==> config.mk <==
export PLATFORM = sky130hd
export DESIGN_NAME = rsc_startup_ctrl
export DESIGN_NICKNAME = d
export VERILOG_FILES = /design/src/design/rsc_pkg.sv /design/src/design/rsc_sync2.sv /design/src/design/rsc_strap_decoder.sv /design/src/design/rsc_startup_ctrl.sv
export SDC_FILE = /design/constraint.sdc
export NUM_CORES = 1
export LEC_CHECK = 0
export BUFFER_PORTS_ARGS = -buffer_cell sky130_fd_sc_hd__buf_2
export CAP_MARGIN = 20
export CORE_ASPECT_RATIO = 0.75
export CORE_UTILIZATION = 45
export DETAILED_ROUTE_END_ITERATION = 8
export MAX_ROUTING_LAYER = met4
export PLACE_DENSITY_LB_ADDON = 0.1
export SYNTH_ARGS = -nofsm -noshare
export SYNTH_HDL_FRONTEND = slang
export SYNTH_HIERARCHICAL = 1
export SYNTH_SLANG_ARGS = --single-unit
==> constraint.sdc <==
create_clock -name clk -period 13.86 [get_ports clk]
set_input_delay 0 -clock clk [delete_from_list [all_inputs] [get_ports clk]]
set_output_delay 0 -clock clk [all_outputs]
set_load 0.02 [all_outputs]
==> src/design/rsc_pkg.sv <==
// ----------------------------------------
// shared constants for regulator start-up
// ----------------------------------------
package rsc_pkg;

  // clock rate
  localparam int CLK_MHZ = 125;

  // soft-start ramp lengths in microseconds
  localparam int SS_US_0 = 500;
  localparam int SS_US_1 = 1000;
  localparam int SS_US_2 = 2000;
  localparam int SS_US_3 = 4000;
  localparam int SS_CYC_0 = SS_US_0 * CLK_MHZ;
  localparam int SS_CYC_1 = SS_US_1 * CLK_MHZ;
  localparam int SS_CYC_2 = SS_US_2 * CLK_MHZ;
  localparam int SS_CYC_3 = SS_US_3 * CLK_MHZ;

  // slew step periods in nanoseconds, rounded down to cycles
  localparam int SLEW_NS_0 = 500;
  localparam int SLEW_NS_1 = 1000;
  localparam int SLEW_NS_2 = 5000;
  localparam int SLEW_NS_3 = 10000;
  localparam int SLEW_CYC_0 = SLEW_NS_0 * CLK_MHZ / 1000;
  localparam int SLEW_CYC_1 = SLEW_NS_1 * CLK_MHZ / 1000;
  localparam int SLEW_CYC_2 = SLEW_NS_2 * CLK_MHZ / 1000;
  localparam int SLEW_CYC_3 = SLEW_NS_3 * CLK_MHZ / 1000;

  // reference settle, strap settle and enable-to-ramp delay
  localparam int REF_SETTLE_NS = 1000;
  localparam int REF_SETTLE_CYC = REF_SETTLE_NS * CLK_MHZ / 1000;
  localparam int STRAP_SETTLE_NS = 2000;
  localparam int STRAP_SETTLE_CYC = STRAP_SETTLE_NS * CLK_MHZ / 1000;
  localparam int START_DELAY_US = 20;
  localparam int START_DELAY_CYC = START_DELAY_US * CLK_MHZ;

  // strap codes: msb then lsb
  localparam logic [1:0] STRAP_GND_SHORT = 2'h0;
  localparam logic [1:0] STRAP_GND_RES = 2'h1;
  localparam logic [1:0] STRAP_VIN_RES = 2'h2;
  localparam logic [1:0] STRAP_VIN_SHORT = 2'h3;

  // reset values
  localparam logic [1:0] RAMP_RST = 2'h1;
  localparam logic [1:0] SPAN_RST = 2'h2;
  localparam logic [1:0] SLEW_RST = 2'h0;
  localparam logic [7:0] SET_GND_SHORT = 8'h46;
  localparam logic [7:0] SET_VIN_SHORT = 8'h5F;

  // output level in microvolts from span and setpoint code
  function automatic logic [21:0] setpoint_uv(input logic [1:0] span, input logic [7:0] code);
    int step;
    int base;
    step = 10000;
    base = 800000;
    case (span)
      2'h0: step = 1250;
      2'h1: step = 2500;
      2'h2: step = 5000;
      default: step = 10000;
    endcase
    if (span != 2'h3)
      base = 400000;
    return 22'(base + int'(code) * step);
  endfunction : setpoint_uv

  // switching frequency in kHz from the frequency strap
  function automatic logic [11:0] freq_khz(input logic [1:0] strap);
    case (strap)
      STRAP_GND_SHORT: return 12'h5DC;
      STRAP_GND_RES: return 12'h8CA;
      STRAP_VIN_RES: return 12'h9C4;
      default: return 12'hBB8;
    endcase
  endfunction : freq_khz

endpackage : rsc_pkg

==> src/design/rsc_sync2.sv <==
`timescale 1ns/1ps
// ----------------------------------------
// two flip-flop level synchroniser
// ----------------------------------------
module rsc_sync2 (
  // clock and reset
  input wire logic clk,
  input wire logic resetn,
  // level in and out
  input wire logic din,
  output logic dout
);
  logic meta_reg; // first stage, read only by the second

  always_ff @(posedge clk or negedge resetn)
  begin
    if (!resetn)
    begin
      meta_reg <= 1'b0;
      dout <= 1'b0;
    end
    else
    begin
      meta_reg <= din;
      dout <= meta_reg;
    end
  end
endmodule : rsc_sync2

==> src/design/rsc_strap_decoder.sv <==
`timescale 1ns/1ps
// ----------------------------------------
// two-step resistor strap decoder
// ----------------------------------------
module rsc_strap_decoder (
  // clock and reset
  input wire logic clk,
  input wire logic resetn,
  // control: start is a level held until done
  input wire logic start,
  output logic done,
  output logic [1:0] code,
  // strap pin and bias switches
  input wire logic strap_pin,
  output logic first_bias_switch,
  output logic second_bias_switch
);
  typedef enum logic [1:0] {DEC_IDLE, DEC_MSB, DEC_LSB, DEC_DONE} rsc_dec_state_e;

  rsc_dec_state_e state_reg, state_next; // decoder phase
  logic [8:0] cnt_reg, cnt_next; // settle counter
  logic [1:0] code_reg, code_next; // decoded bits
  logic sw1_reg, sw1_next; // first switch closed
  logic sw2_reg, sw2_next; // second switch closed
  logic pin_s; // synchronised pin level

  // pin passes two flops before the decoder looks at it
  rsc_sync2 u_sync (
    .clk(clk),
    .resetn(resetn),
    .din(strap_pin),
    .dout(pin_s)
  );

  // settle wait covers the sync latency as well as the pin rc
  always_comb
  begin
    state_next = state_reg;
    cnt_next = cnt_reg;
    code_next = code_reg;
    sw1_next = sw1_reg;
    sw2_next = sw2_reg;
    case (state_reg)
      DEC_IDLE:
        if (start)
        begin
          state_next = DEC_MSB;
          cnt_next = 9'h000;
          sw1_next = 1'b0;
          sw2_next = 1'b0;
        end
      DEC_MSB:
        if (cnt_reg == 9'(rsc_pkg::STRAP_SETTLE_CYC - 1))
        begin
          code_next[1] = pin_s;
          sw1_next = !pin_s;
          sw2_next = pin_s;
          cnt_next = 9'h000;
          state_next = DEC_LSB;
        end
        else
          cnt_next = cnt_reg + 9'h001;
      DEC_LSB:
        if (cnt_reg == 9'(rsc_pkg::STRAP_SETTLE_CYC - 1))
        begin
          code_next[0] = pin_s;
          sw1_next = 1'b0;
          sw2_next = 1'b0;
          state_next = DEC_DONE;
        end
        else
          cnt_next = cnt_reg + 9'h001;
      default:
        if (!start)
          state_next = DEC_IDLE;
    endcase
  end

  // register the decoder state
  always_ff @(posedge clk or negedge resetn)
  begin
    if (!resetn)
    begin
      state_reg <= DEC_IDLE;
      cnt_reg <= 9'h000;
      code_reg <= 2'h0;
      sw1_reg <= 1'b0;
      sw2_reg <= 1'b0;
    end
    else
    begin
      state_reg <= state_next;
      cnt_reg <= cnt_next;
      code_reg <= code_next;
      sw1_reg <= sw1_next;
      sw2_reg <= sw2_next;
    end
  end

  assign done = (state_reg == DEC_DONE);
  assign code = code_reg;
  assign first_bias_switch = sw1_reg;
  assign second_bias_switch = sw2_reg;
endmodule : rsc_strap_decoder

==> src/design/rsc_startup_ctrl.sv <==
`timescale 1ns/1ps
// Contract
// - on supply, hold enable, reference, read straps
// - after init, open host access, release enable
// - enable low: converter idle, registers usable
// - enable high: short delay, then ramp
// - ramp code picks four lengths, 1ms default
// - changes after soft-start begins wait for end
// - finish captured setpoint, then ramp to new
// - force discontinuous conduction during start ramp
// - frequency strap sets switching frequency
// - msb sampled with both switches open
// - msb zero: first switch, high gives one
// - msb one: second switch, low gives zero
// - voltage strap uses same decoder
// - level is base plus code times step
// - span defaults to 0.4V-1.675V, 5mV
// - new span applies after next setpoint write
// - voltage strap loads default setpoint code
// - voltage strap also picks target address
// - writes while disabled apply at next enable
// - start-up ramps to the setpoint held when the delay ends
// - preprogrammed setpoint used directly at start
// - changes during any ramp wait for end
// - fault pulls enable low unless standalone
// - enable toggling never reloads registers
module rsc_startup_ctrl #(
  parameter int SS_CYC_0 = rsc_pkg::SS_CYC_0, // 500us soft start
  parameter int SS_CYC_1 = rsc_pkg::SS_CYC_1, // 1ms soft start
  parameter int SS_CYC_2 = rsc_pkg::SS_CYC_2, // 2ms soft start
  parameter int SS_CYC_3 = rsc_pkg::SS_CYC_3, // 4ms soft start
  parameter logic [7:0] SET_GND_RES = 8'h50, // variant dependent default
  parameter logic [7:0] SET_VIN_RES = 8'h50 // variant dependent default
) (
  // clock and reset
  input wire logic clk,
  input wire logic resetn,
  // supply and fault status, asynchronous
  input wire logic supply_ok,
  input wire logic fault_present,
  input wire logic standalone_bit,
  // open-drain enable pin
  input wire logic enable_in,
  output logic enable_out,
  output logic enable_oe,
  // strap pins and bias switches
  input wire logic voltage_strap,
  output logic voltage_first_bias_switch,
  output logic voltage_second_bias_switch,
  input wire logic frequency_strap,
  output logic frequency_first_bias_switch,
  output logic frequency_second_bias_switch,
  input wire logic clock_out_strap,
  // host register writes, one-cycle strobes
  input wire logic wr_setpoint,
  input wire logic wr_span,
  input wire logic wr_ramp,
  input wire logic wr_slew,
  input wire logic [7:0] wr_data,
  // host register reads
  output logic host_access_en,
  output logic [7:0] setpoint_code,
  output logic [1:0] output_span_code,
  output logic [1:0] ramp_duration_code,
  output logic [1:0] slew_code,
  // strap results
  output logic [1:0] freq_sel_code,
  output logic [11:0] freq_khz,
  output logic [1:0] target_addr_code,
  output logic clock_out_sel,
  // converter control
  output logic reference_en,
  output logic converter_run,
  output logic dcm_force,
  output logic soft_start_active,
  output logic ramp_active,
  output logic [7:0] target_level_code,
  output logic [1:0] active_span_code,
  output logic [21:0] target_uv
);
  typedef enum logic [2:0] {INIT_OFF, INIT_REF, INIT_STRAP, INIT_LOAD, INIT_DONE} rsc_init_e;
  typedef enum logic [2:0] {CV_IDLE, CV_DELAY, CV_SOFT, CV_DVS, CV_RUN} rsc_conv_e;

  // ----------------------------------------
  // synchronised inputs
  // ----------------------------------------
  logic supply_s; // supply above lockout
  logic fault_s; // fault condition
  logic enable_s; // enable pin level
  logic clkout_s; // clock-out strap level

  rsc_sync2 u_sync_supply (.clk(clk), .resetn(resetn), .din(supply_ok), .dout(supply_s));
  rsc_sync2 u_sync_fault (.clk(clk), .resetn(resetn), .din(fault_present), .dout(fault_s));
  rsc_sync2 u_sync_en (.clk(clk), .resetn(resetn), .din(enable_in), .dout(enable_s));
  rsc_sync2 u_sync_clkout (.clk(clk), .resetn(resetn), .din(clock_out_strap), .dout(clkout_s));

  // ----------------------------------------
  // strap decoders
  // ----------------------------------------
  rsc_init_e init_reg, init_next; // power-up sequence
  logic [7:0] icnt_reg, icnt_next; // reference settle counter
  logic v_done, f_done; // decoders finished
  logic [1:0] v_code, f_code; // decoded straps
  logic strap_go; // decoders run while this is high

  assign strap_go = (init_reg == INIT_STRAP);

  // voltage strap uses the same two-step decoder as frequency
  rsc_strap_decoder u_vdec (
    .clk(clk),
    .resetn(resetn),
    .start(strap_go),
    .done(v_done),
    .code(v_code),
    .strap_pin(voltage_strap),
    .first_bias_switch(voltage_first_bias_switch),
    .second_bias_switch(voltage_second_bias_switch)
  );
  rsc_strap_decoder u_fdec (
    .clk(clk),
    .resetn(resetn),
    .start(strap_go),
    .done(f_done),
    .code(f_code),
    .strap_pin(frequency_strap),
    .first_bias_switch(frequency_first_bias_switch),
    .second_bias_switch(frequency_second_bias_switch)
  );

  // ----------------------------------------
  // power-up sequence
  // ----------------------------------------
  // loss of supply restarts from scratch; enable never does
  always_comb
  begin
    init_next = init_reg;
    icnt_next = icnt_reg;
    case (init_reg)
      INIT_OFF:
        if (supply_s)
        begin
          init_next = INIT_REF;
          icnt_next = 8'h00;
        end
      INIT_REF:
        if (icnt_reg == 8'(rsc_pkg::REF_SETTLE_CYC - 1))
          init_next = INIT_STRAP;
        else
          icnt_next = icnt_reg + 8'h01;
      INIT_STRAP:
        if (v_done && f_done)
          init_next = INIT_LOAD;
      INIT_LOAD:
        init_next = INIT_DONE;
      default:
        init_next = INIT_DONE;
    endcase
    if (!supply_s)
      init_next = INIT_OFF;
  end

  // register the sequence state
  always_ff @(posedge clk or negedge resetn)
  begin
    if (!resetn)
    begin
      init_reg <= INIT_OFF;
      icnt_reg <= 8'h00;
    end
    else
    begin
      init_reg <= init_next;
      icnt_reg <= icnt_next;
    end
  end

  logic init_done; // sequence finished
  assign init_done = (init_reg == INIT_DONE);
  assign host_access_en = init_done;
  assign reference_en = (init_reg != INIT_OFF);
  // pulled low until init ends, and on fault unless standalone
  assign enable_out = 1'b0;
  assign enable_oe = !init_done || (fault_s && !standalone_bit);

  // ----------------------------------------
  // host registers and strap results
  // ----------------------------------------
  logic [7:0] set_reg, set_next; // setpoint code
  logic [1:0] span_reg, span_next; // written span
  logic [1:0] span_eff_reg, span_eff_next; // span armed by setpoint write
  logic [1:0] ramp_reg, ramp_next; // soft-start length code
  logic [1:0] slew_reg, slew_next; // slew code
  logic [1:0] frequency_strap_reg, frequency_strap_next; // frequency strap code
  logic [1:0] addr_reg, addr_next; // voltage strap code
  logic clko_reg, clko_next; // clock-out strap

  // registers take writes once init is done; the converter decides when to use them
  always_comb
  begin
    set_next = set_reg;
    span_next = span_reg;
    span_eff_next = span_eff_reg;
    ramp_next = ramp_reg;
    slew_next = slew_reg;
    frequency_strap_next = frequency_strap_reg;
    addr_next = addr_reg;
    clko_next = clko_reg;
    if (init_reg == INIT_LOAD)
    begin
      frequency_strap_next = f_code;
      addr_next = v_code;
      clko_next = clkout_s;
      span_next = rsc_pkg::SPAN_RST;
      span_eff_next = rsc_pkg::SPAN_RST;
      ramp_next = rsc_pkg::RAMP_RST;
      slew_next = rsc_pkg::SLEW_RST;
      case (v_code)
        rsc_pkg::STRAP_GND_SHORT: set_next = rsc_pkg::SET_GND_SHORT;
        rsc_pkg::STRAP_GND_RES: set_next = SET_GND_RES;
        rsc_pkg::STRAP_VIN_RES: set_next = SET_VIN_RES;
        default: set_next = rsc_pkg::SET_VIN_SHORT;
      endcase
    end
    else if (init_done)
    begin
      if (wr_setpoint)
      begin
        set_next = wr_data;
        span_eff_next = wr_span ? wr_data[1:0] : span_reg;
      end
      if (wr_span)
        span_next = wr_data[1:0];
      if (wr_ramp)
        ramp_next = wr_data[1:0];
      if (wr_slew)
        slew_next = wr_data[1:0];
    end
  end

  // register the host settings
  always_ff @(posedge clk or negedge resetn)
  begin
    if (!resetn)
    begin
      set_reg <= 8'h00;
      span_reg <= rsc_pkg::SPAN_RST;
      span_eff_reg <= rsc_pkg::SPAN_RST;
      ramp_reg <= rsc_pkg::RAMP_RST;
      slew_reg <= rsc_pkg::SLEW_RST;
      frequency_strap_reg <= 2'h0;
      addr_reg <= 2'h0;
      clko_reg <= 1'b0;
    end
    else
    begin
      set_reg <= set_next;
      span_reg <= span_next;
      span_eff_reg <= span_eff_next;
      ramp_reg <= ramp_next;
      slew_reg <= slew_next;
      frequency_strap_reg <= frequency_strap_next;
      addr_reg <= addr_next;
      clko_reg <= clko_next;
    end
  end

  assign setpoint_code = set_reg;
  assign output_span_code = span_reg;
  assign ramp_duration_code = ramp_reg;
  assign slew_code = slew_reg;
  assign freq_sel_code = frequency_strap_reg;
  assign target_addr_code = addr_reg;
  assign clock_out_sel = clko_reg;

  // ----------------------------------------
  // converter start and voltage ramps
  // ----------------------------------------
  rsc_conv_e cv_reg, cv_next; // converter phase
  logic [19:0] cnt_reg, cnt_next; // delay, soft-start and slew timer
  logic [7:0] act_reg, act_next; // level now driven
  logic [7:0] tgt_reg, tgt_next; // level a ramp heads for
  logic [1:0] aspan_reg, aspan_next; // span in use
  logic [1:0] aramp_reg, aramp_next; // soft-start length in use
  logic [1:0] aslew_reg, aslew_next; // slew in use
  logic [21:0] uv_reg, uv_next; // level in microvolts
  logic [11:0] fk_reg, fk_next; // frequency in kHz
  logic run_ok; // enable high, init done, no fault
  logic pending; // setpoint or armed span differs from the one in use
  logic [19:0] ss_last; // last soft-start count
  logic [19:0] slew_last; // last slew step count

  assign run_ok = init_done && enable_s && !fault_s;
  assign pending = (set_reg != act_reg) || (span_eff_reg != aspan_reg);

  // soft-start length, codes ascending from the shortest
  always_comb
  begin
    case (aramp_reg)
      2'h0: ss_last = 20'(SS_CYC_0 - 1);
      2'h1: ss_last = 20'(SS_CYC_1 - 1);
      2'h2: ss_last = 20'(SS_CYC_2 - 1);
      default: ss_last = 20'(SS_CYC_3 - 1);
    endcase
    case (aslew_reg)
      2'h0: slew_last = 20'(rsc_pkg::SLEW_CYC_0 - 1);
      2'h1: slew_last = 20'(rsc_pkg::SLEW_CYC_1 - 1);
      2'h2: slew_last = 20'(rsc_pkg::SLEW_CYC_2 - 1);
      default: slew_last = 20'(rsc_pkg::SLEW_CYC_3 - 1);
    endcase
  end

  // settings are latched at phase entry; later writes wait their turn
  always_comb
  begin
    cv_next = cv_reg;
    cnt_next = cnt_reg + 20'h00001;
    act_next = act_reg;
    tgt_next = tgt_reg;
    aspan_next = aspan_reg;
    aramp_next = aramp_reg;
    aslew_next = aslew_reg;
    case (cv_reg)
      CV_IDLE:
      begin
        cnt_next = 20'h00000;
        if (run_ok)
          cv_next = CV_DELAY;
      end
      CV_DELAY:
        if (cnt_reg == 20'(rsc_pkg::START_DELAY_CYC - 1))
        begin
          cv_next = CV_SOFT;
          cnt_next = 20'h00000;
          act_next = set_reg;
          aspan_next = span_eff_reg;
          aramp_next = ramp_reg;
        end
      CV_SOFT:
        if (cnt_reg == ss_last)
        begin
          cv_next = pending ? CV_DVS : CV_RUN;
          cnt_next = 20'h00000;
          tgt_next = set_reg;
          aspan_next = span_eff_reg;
          aslew_next = slew_reg;
        end
      CV_DVS:
        if (act_reg == tgt_reg)
          cv_next = CV_RUN;
        else if (cnt_reg == slew_last)
        begin
          cnt_next = 20'h00000;
          act_next = (tgt_reg > act_reg) ? act_reg + 8'h01 : act_reg - 8'h01;
        end
      default:
        if (pending)
        begin
          cv_next = CV_DVS;
          cnt_next = 20'h00000;
          tgt_next = set_reg;
          aspan_next = span_eff_reg;
          aslew_next = slew_reg;
        end
    endcase
    if (!run_ok)
      cv_next = CV_IDLE;
    uv_next = rsc_pkg::setpoint_uv(aspan_reg, act_reg);
    fk_next = rsc_pkg::freq_khz(frequency_strap_reg);
  end

  // register the converter state
  always_ff @(posedge clk or negedge resetn)
  begin
    if (!resetn)
    begin
      cv_reg <= CV_IDLE;
      cnt_reg <= 20'h00000;
      act_reg <= 8'h00;
      tgt_reg <= 8'h00;
      aspan_reg <= rsc_pkg::SPAN_RST;
      aramp_reg <= rsc_pkg::RAMP_RST;
      aslew_reg <= rsc_pkg::SLEW_RST;
      uv_reg <= 22'h000000;
      fk_reg <= 12'h000;
    end
    else
    begin
      cv_reg <= cv_next;
      cnt_reg <= cnt_next;
      act_reg <= act_next;
      tgt_reg <= tgt_next;
      aspan_reg <= aspan_next;
      aramp_reg <= aramp_next;
      aslew_reg <= aslew_next;
      uv_reg <= uv_next;
      fk_reg <= fk_next;
    end
  end

  assign converter_run = (cv_reg == CV_SOFT) || (cv_reg == CV_DVS) || (cv_reg == CV_RUN);
  assign soft_start_active = (cv_reg == CV_SOFT);
  assign dcm_force = (cv_reg == CV_SOFT);
  assign ramp_active = (cv_reg == CV_SOFT) || (cv_reg == CV_DVS);
  assign target_level_code = act_reg;
  assign active_span_code = aspan_reg;
  assign target_uv = uv_reg;
  assign freq_khz = fk_reg;
endmodule : rsc_startup_ctrl

==> results of run 1 <==
-- metal layers --
layer	up-vias	GRT usage, %	routed length (um)
met5	-	-	0
met4	0	4.61	201
met3	15	5.20	1520
met2	213	30.2	10900
met1	4107	35.6	13900
li1	4065	-	-
-- power by group through the flow --
stage,clock (mW),combinational (mW),sequential (mW)
global placement,0,0.0242,0.454
floorplan,0,0.00937,0.453
global route,0.558,0.0332,0.446
finish,0.524,0.0289,0.446
detailed placement,0,0.0244,0.454
CTS,0.536,0.0288,0.445
-- kinds of logic (layout without fill, tap and decap cells) --
group | count (synthesis) | after routing
flops | 150 | 150
simple gates | 382 | 382
mux | 22 | 22
compound gates | 181 | 181
buf+inv | 208 | 316
other cells | 2 | 5
fa+ha+maj | 168 | 168
xor+xnor | 59 | 59
-- stage by stage --
step                      total power, mW  instances  util (%)
after floorplan                     0.463       1174         -
after CTS                            1.01       1611      52.7
after detailed placement            0.478       1558      49.1
final                               0.998       1614      52.8
after global routing                 1.04       1613      52.8
after global placement              0.478       1558      49.1
-- path summary, 6_finish.rpt --
path / start / end / slack (ns)
min in group asynchronous: resetn / target_uv[7]$_DFF_PN0_ / 0.16
hold reg to reg: u_fdec/u_sync/meta_reg$_DFF_PN0_ / u_fdec/u_sync/dout$_DFF_PN0_ / 0.35
setup reg to reg: active_span_code[1]$_DFFE_PN1P_ / target_uv[21]$_DFF_PN0_ / 8.39
max in group asynchronous: resetn / aramp_reg[0]$_DFFE_PN1P_ / 12.51
setup / recovery: active_span_code[1]$_DFFE_PN1P_ / target_uv[21]$_DFF_PN0_ / 8.39
hold / removal: wr_setpoint / span_eff_reg[1]$_DFFE_PN1P_ / 0.07
-- critical path, cell delays in order (launching register included) --
cell and delay (ns):
dfstp_2 0.59, inv_1 0.10, ha_1 0.36, nor2_1 0.33
nor2_1 0.11, fa_1 0.53, fa_1 0.46, fa_1 0.54
inv_1 0.05, fa_1 0.53, inv_1 0.04, ha_1 0.35
a21o_1 0.18, a21oi_1 0.19, a21oi_1 0.16, nor3_1 0.38
o41ai_1 0.15, a21oi_1 0.19, xnor2_1 0.14
-- cells in the final DEF, fill, tap and decap left out, types with 10 or more instances in the layout --
master / count
a21oi_1: 44
xor2_1: 29
nand2b_1: 22
nand4_1: 15
inv_1: 167
nor3_1: 14
nand3_1: 28
nor4_1: 11
clkbuf_16: 17
dlygate4sd3_1: 21
dfrtp_1: 145
nor2_1: 87
and2_1: 21
nand2_1: 117
xnor2_1: 29
o21ai_0: 48
fa_1: 75
a21o_1: 10
buf_2: 91
ha_1: 93
-- area by class of cell --
type                       count  area share [%]
inverter                     167            4.90
multi-input combinational    816            51.6
antenna                        1          0.0196
tap                          331            3.24
timing repair buffer         117            5.68
sequential                   150            29.4
clock inverter                15            1.83
clock buffer                  17            3.33
-- timing repair --
item | 4_1_cts | 5_1_grt
hold buffers | 21 | 0
endpoints found under the hold margin | 94 | 0
gates resized for setup | 0 | 0
==> key figures, run 1 <==
Floorplanning
  • Core area: 24200 um^2
  • Area of the die: 25500 um^2
  • Initial core utilization: 46.2%
  • # IOs: 96
  • Die span in y: 139 um
  • Die Wd: 184 um
  • Row count: 49

Yosys
  • Compound-Gate Fraction of Synth Area: 11.0%
  • #FFs+latches synth: 150
  • EDFF count, synth: 0
  • Main area contributors after synthesis: dfrtp_1, fa_1, ha_1
  • Main combinational cell family by area after synthesis: adder cells
  • Cell accounting for the most synthesized area: dfrtp_1
  • Post-Syn Area: 11200 um^2
  • Most instantiated library cell after synthesis: inv_1
  • Post-synthesis adder-cell area fraction: 23.8%
  • Share of the synthesized area in the top cell type: 32.4%
  • Xor/xnor share of the synthesized area: 4.68%
  • Ys flop type: dfrtp_1
  • Mapped Cells: 1172
  • Avg Cell Area, Syn: 9.55 um^2
  • Post-Synth Simple-Gate Area: 17.2%
  • Post-synthesis async set-or-reset flop share: 100%
  • Mux cell area share after synthesis: 2.20%
  • Yosys warnings: 6
  • Commonest cells in the synthesized netlist: inv_1, dfrtp_1, nand2_1
  • Synth unique cells: 90
  • Sequential share of the synthesized area: 33.6%

Place
  • Pre-CTS setup slack: 8.46 ns
  • Port buffer count: 92
  • Final GP Congestion: 0.940
  • HPWL after DPL: 20.2 mm
  • Placed Area: 11900 um^2

Timing
  • Tmin final: 5.47 ns
  • Fmax: 0.183 GHz
  • RSZ-0062 raised after global routing: no
  • Final Hold Viols: 0
  • Fin worst setup slack: 8.39 ns
  • Slew margin rel.: 33.8%
  • Setup violators final: 0
  • Final Max Tran Viols: 0
  • Worst Hold Slack: 0.0717 ns
  • Final period utilization: 39.5%
  • Setup Skew: 0.00858 ns
  • Worst-Margin Slew: 0.988 ns
  • Fin Setup TNS: 0 ns

Finish
  • Nets: 1458
  • Share of cells above drive strength 1: 13.7%
  • Area of the multi-input gates: 6600 um^2
  • Layout fillers: 2210
  • Final instance area: 12800 um^2
  • Largest register FFs: 21
  • Area of all sequential standard cells: 3760 um^2
  • Synth-to-Final Area Change: 14.3%

GRT
  • Largest net degree at the start of global routing: 79
  • Overflow after GRT: 0
  • GRT Overall Usage: 23.0%
  • Number of global-route vias before repair: 8080
  • Initial antenna violation count: 0
  • Wire length of the first global-routing pass: 44.1 mm

Worst setup path
  • Worst setup SP type: flip-flop
  • Critical Path RT: 14.21 ns
  • Reg2Reg Depth: 18
  • Critical path type: flip-flop to flip-flop
  • Worst Path Arrival: 5.82 ns
  • Crit path capture type: flip-flop
  • Crit Path Max Fanout: 13

Pwr
  • Sw Ratio: 23.5%
  • Worst VDD drop: 75.6 uV
  • Seq pwr share: 44.6%
  • Switch Pwr: 0.235 mW
  • Power Dens Cells: 78.0 nW/um^2
  • Clock power share: 52.5%
  • Combinational share of power: 2.9%
  • Int Pwr: 0.764 mW
  • Leak: 6.19 nW

CTS
  • H-tree levels: 4
  • Clock-pin slew on the worst setup and hold paths: 0.07 ns
  • Worst-skew pair later-pin latency: 0.43 ns
  • TritonCTS Sinks: 150
  • Clk root buf: clkbuf_16
  • Post-CTS Setup Bufs: 0
  • CTS Buf Count: 17
  • CTS tree: yes
  • CTS Buffer Depth: 2

Route
  • Total routed wirelength: 26.5 mm
  • First-pass DRT Iterations: 5
  • Drt via density: 5.20
  • Final ANT Viol Nets: 0
  • Drt drc: 0
  • Drt wl/cell: 16.4 um
  • Routed vias: 8400
  • DRT iter0 DRCs: 548

Min path
  • HP Class: primary input to flip-flop
  • Hold depth: 4

Outcome
  • Status: complete, no violations

Flow run
  • Max cap viols: 0
Power figures use the tool's default switching activity.
==> run 2, diff against run 1 <==
Clock period 13.86 ns to 5.22 ns, I/O delays scaled along.
==> key figures, run 2 (synthesis gave the netlist of run 1 again) <==
Finish
  • Layout fillers: 2153
  • Synth-to-Final Area Change: 18.9%
  • Util after Layout: 55.0%
  • Largest register FFs: 21
  • Nets: 1507
  • Most frequent cells in the layout: inv_1, dfrtp_1, nand2_1
  • Area of all sequential standard cells: 3760 um^2
  • Commonest non-fill, non-tap cell in the layout: inv_1
  • Share of cells above drive strength 1: 19.6%
  • Area of the multi-input gates: 6820 um^2

Floorplanning
  • Die span in y: 139 um
  • Die Wd: 184 um
  • Row count: 49
  • Core area: 24200 um^2
  • Initial core utilization: 46.2%
  • Area of the die: 25500 um^2
  • # IOs: 96

Pwr
  • Power Dens Cells: 189 nW/um^2
  • Leak: 6.44 nW
  • Pwr Total: 2.52 mW
  • Worst VDD drop: 214 uV

Route
  • DRT iter0 DRCs: 602
  • Total routed wirelength: 27.1 mm
  • First-pass DRT Iterations: 5
  • Drt via density: 5.18
  • Routed vias: 8607
  • Drt wl/cell: 16.3 um
  • Final ANT Viol Nets: 0
  • Drt drc: 0

Timing
  • Fin worst setup slack: 0.0934 ns
  • Fin Setup TNS: 0 ns
  • Tmin final: 5.13 ns
  • Setup Skew: 0.00700 ns
  • Slew margin rel.: 35.8%
  • Final Max Tran Viols: 0
  • Fmax: 0.195 GHz
  • Final Hold Viols: 0
  • Final period utilization: 98.2%
  • Setup violators final: 0
  • Worst-Margin Slew: 0.960 ns

Worst setup path
  • Critical path type: flip-flop to flip-flop
  • Worst Path Arrival: 5.48 ns
  • Crit Path Max Fanout: 5
  • Crit path capture type: flip-flop
  • Worst setup SP type: flip-flop
  • Critical Path RT: 5.57 ns
  • Reg2Reg Depth: 18

CTS
  • Clock-pin slew on the worst setup and hold paths: 0.07 ns
  • CTS tree: yes
  • H-tree levels: 4
  • TritonCTS Sinks: 150
  • CTS Buffer Depth: 2
  • Clk root buf: clkbuf_16
  • Worst-skew pair later-pin latency: 0.43 ns
  • CTS Buf Count: 17

GRT
  • Number of global-route vias before repair: 8315
  • Overflow after GRT: 0
  • Wire length of the first global-routing pass: 44.9 mm
  • Largest net degree at the start of global routing: 95
  • Initial antenna violation count: 1
  • GRT Overall Usage: 23.3%

Outcome
  • Status: complete, no violations

Place
  • Final GP Congestion: 0.959
  • Pre-CTS setup slack: -0.170 ns
  • HPWL after DPL: 20.7 mm
  • Port buffer count: 92

Min path
  • HP Class: primary input to flip-flop
  • Hold depth: 4

Flow run
  • Max cap viols: 0
run 2: cell count changes in the layout (fill, tap and decap cells not counted), sizes merged:
cell	before	now
buf	96	145
bufinv	4	2
clkbuf	17	21
clkinv	1	5
clkinvlp	2	1
inv	175	170
run 2: where the power goes:
group | total (mW) | switching (mW) | internal [mW]
registers | 1.18 | 0.00946 | 1.17
logic | 0.0727 | 0.0470 | 0.0256
clock network | 1.26 | 0.525 | 0.740
run 2: what timing repair did:
item / 4_1_cts / 5_1_grt
endpoints found under the hold margin: 113 / 0
setup buffers: 0 / 9
endpoints found under the setup margin: 6 / 8
hold buffers: 21 / 0
resized for setup: 4 / 43
pin swaps: 0 / 23
run 2: metal layers:
metal  track usage [%]  vias up  part of all wire, %
met5                 -        -                    0
met1              36.1     4211                   53
li1                  -     4172                    -
met4              4.87        0                 0.93
met3              5.51       19                  5.9
met2              30.2      205                   40
run 2: final cells by class:
cell class / count / area share (%)
multi-input cells: 816 / 51.2
clock inverters: 11 / 1.03
flip-flops and latches: 150 / 28.2
clock buffers: 21 / 3.46
inverters: 167 / 4.74
diodes: 1 / 0.0188
repair buffers: 166 / 8.17
well taps: 331 / 3.11
run 2: metrics by stage:
step	instance area, um^2	hold slack, ns	std cells
6_report	13300	0.0805	1663
5_1_grt	13300	0.0980	1663
4_1_cts	13000	0.0613	1652
3_5_place_dp	12200	0.110	1599
3_3_place_gp	12200	0.108	1599
2_1_floorplan	11200	-0.296	1174
run 2: path summary, 6_finish.rpt:
check | from | end | slack, ns
worst max-delay path | active_span_code[1]$_DFFE_PN1P_ | target_uv[15]$_DFF_PN0_ | 0.09
worst min-delay path | wr_setpoint | span_eff_reg[1]$_DFFE_PN1P_ | 0.08
worst max register to register | active_span_code[1]$_DFFE_PN1P_ | target_uv[15]$_DFF_PN0_ | 0.09
worst min register to register | u_sync_supply/meta_reg$_DFF_PN0_ | u_sync_supply/dout$_DFF_PN0_ | 0.35
max in group asynchronous | resetn | slew_code[0]$_DFFE_PN0P_ | 3.65
min in group asynchronous | resetn | target_uv[8]$_DFF_PN0_ | 0.23
run 2: worst max-delay path, stage by stage (launching register included):
cell and delay (ns):
dfstp_2 0.60, clkinvlp_4 0.21, ha_4 0.23, and2_1 0.19, fa_1 0.55, inv_1 0.06
fa_1 0.54, inv_1 0.06, fa_1 0.53, inv_1 0.06, fa_1 0.52, inv_1 0.04
ha_1 0.24, a21o_1 0.21, a21oi_2 0.20, a21oi_2 0.12, buf_4 0.15, or3_1 0.35
a22oi_2 0.18
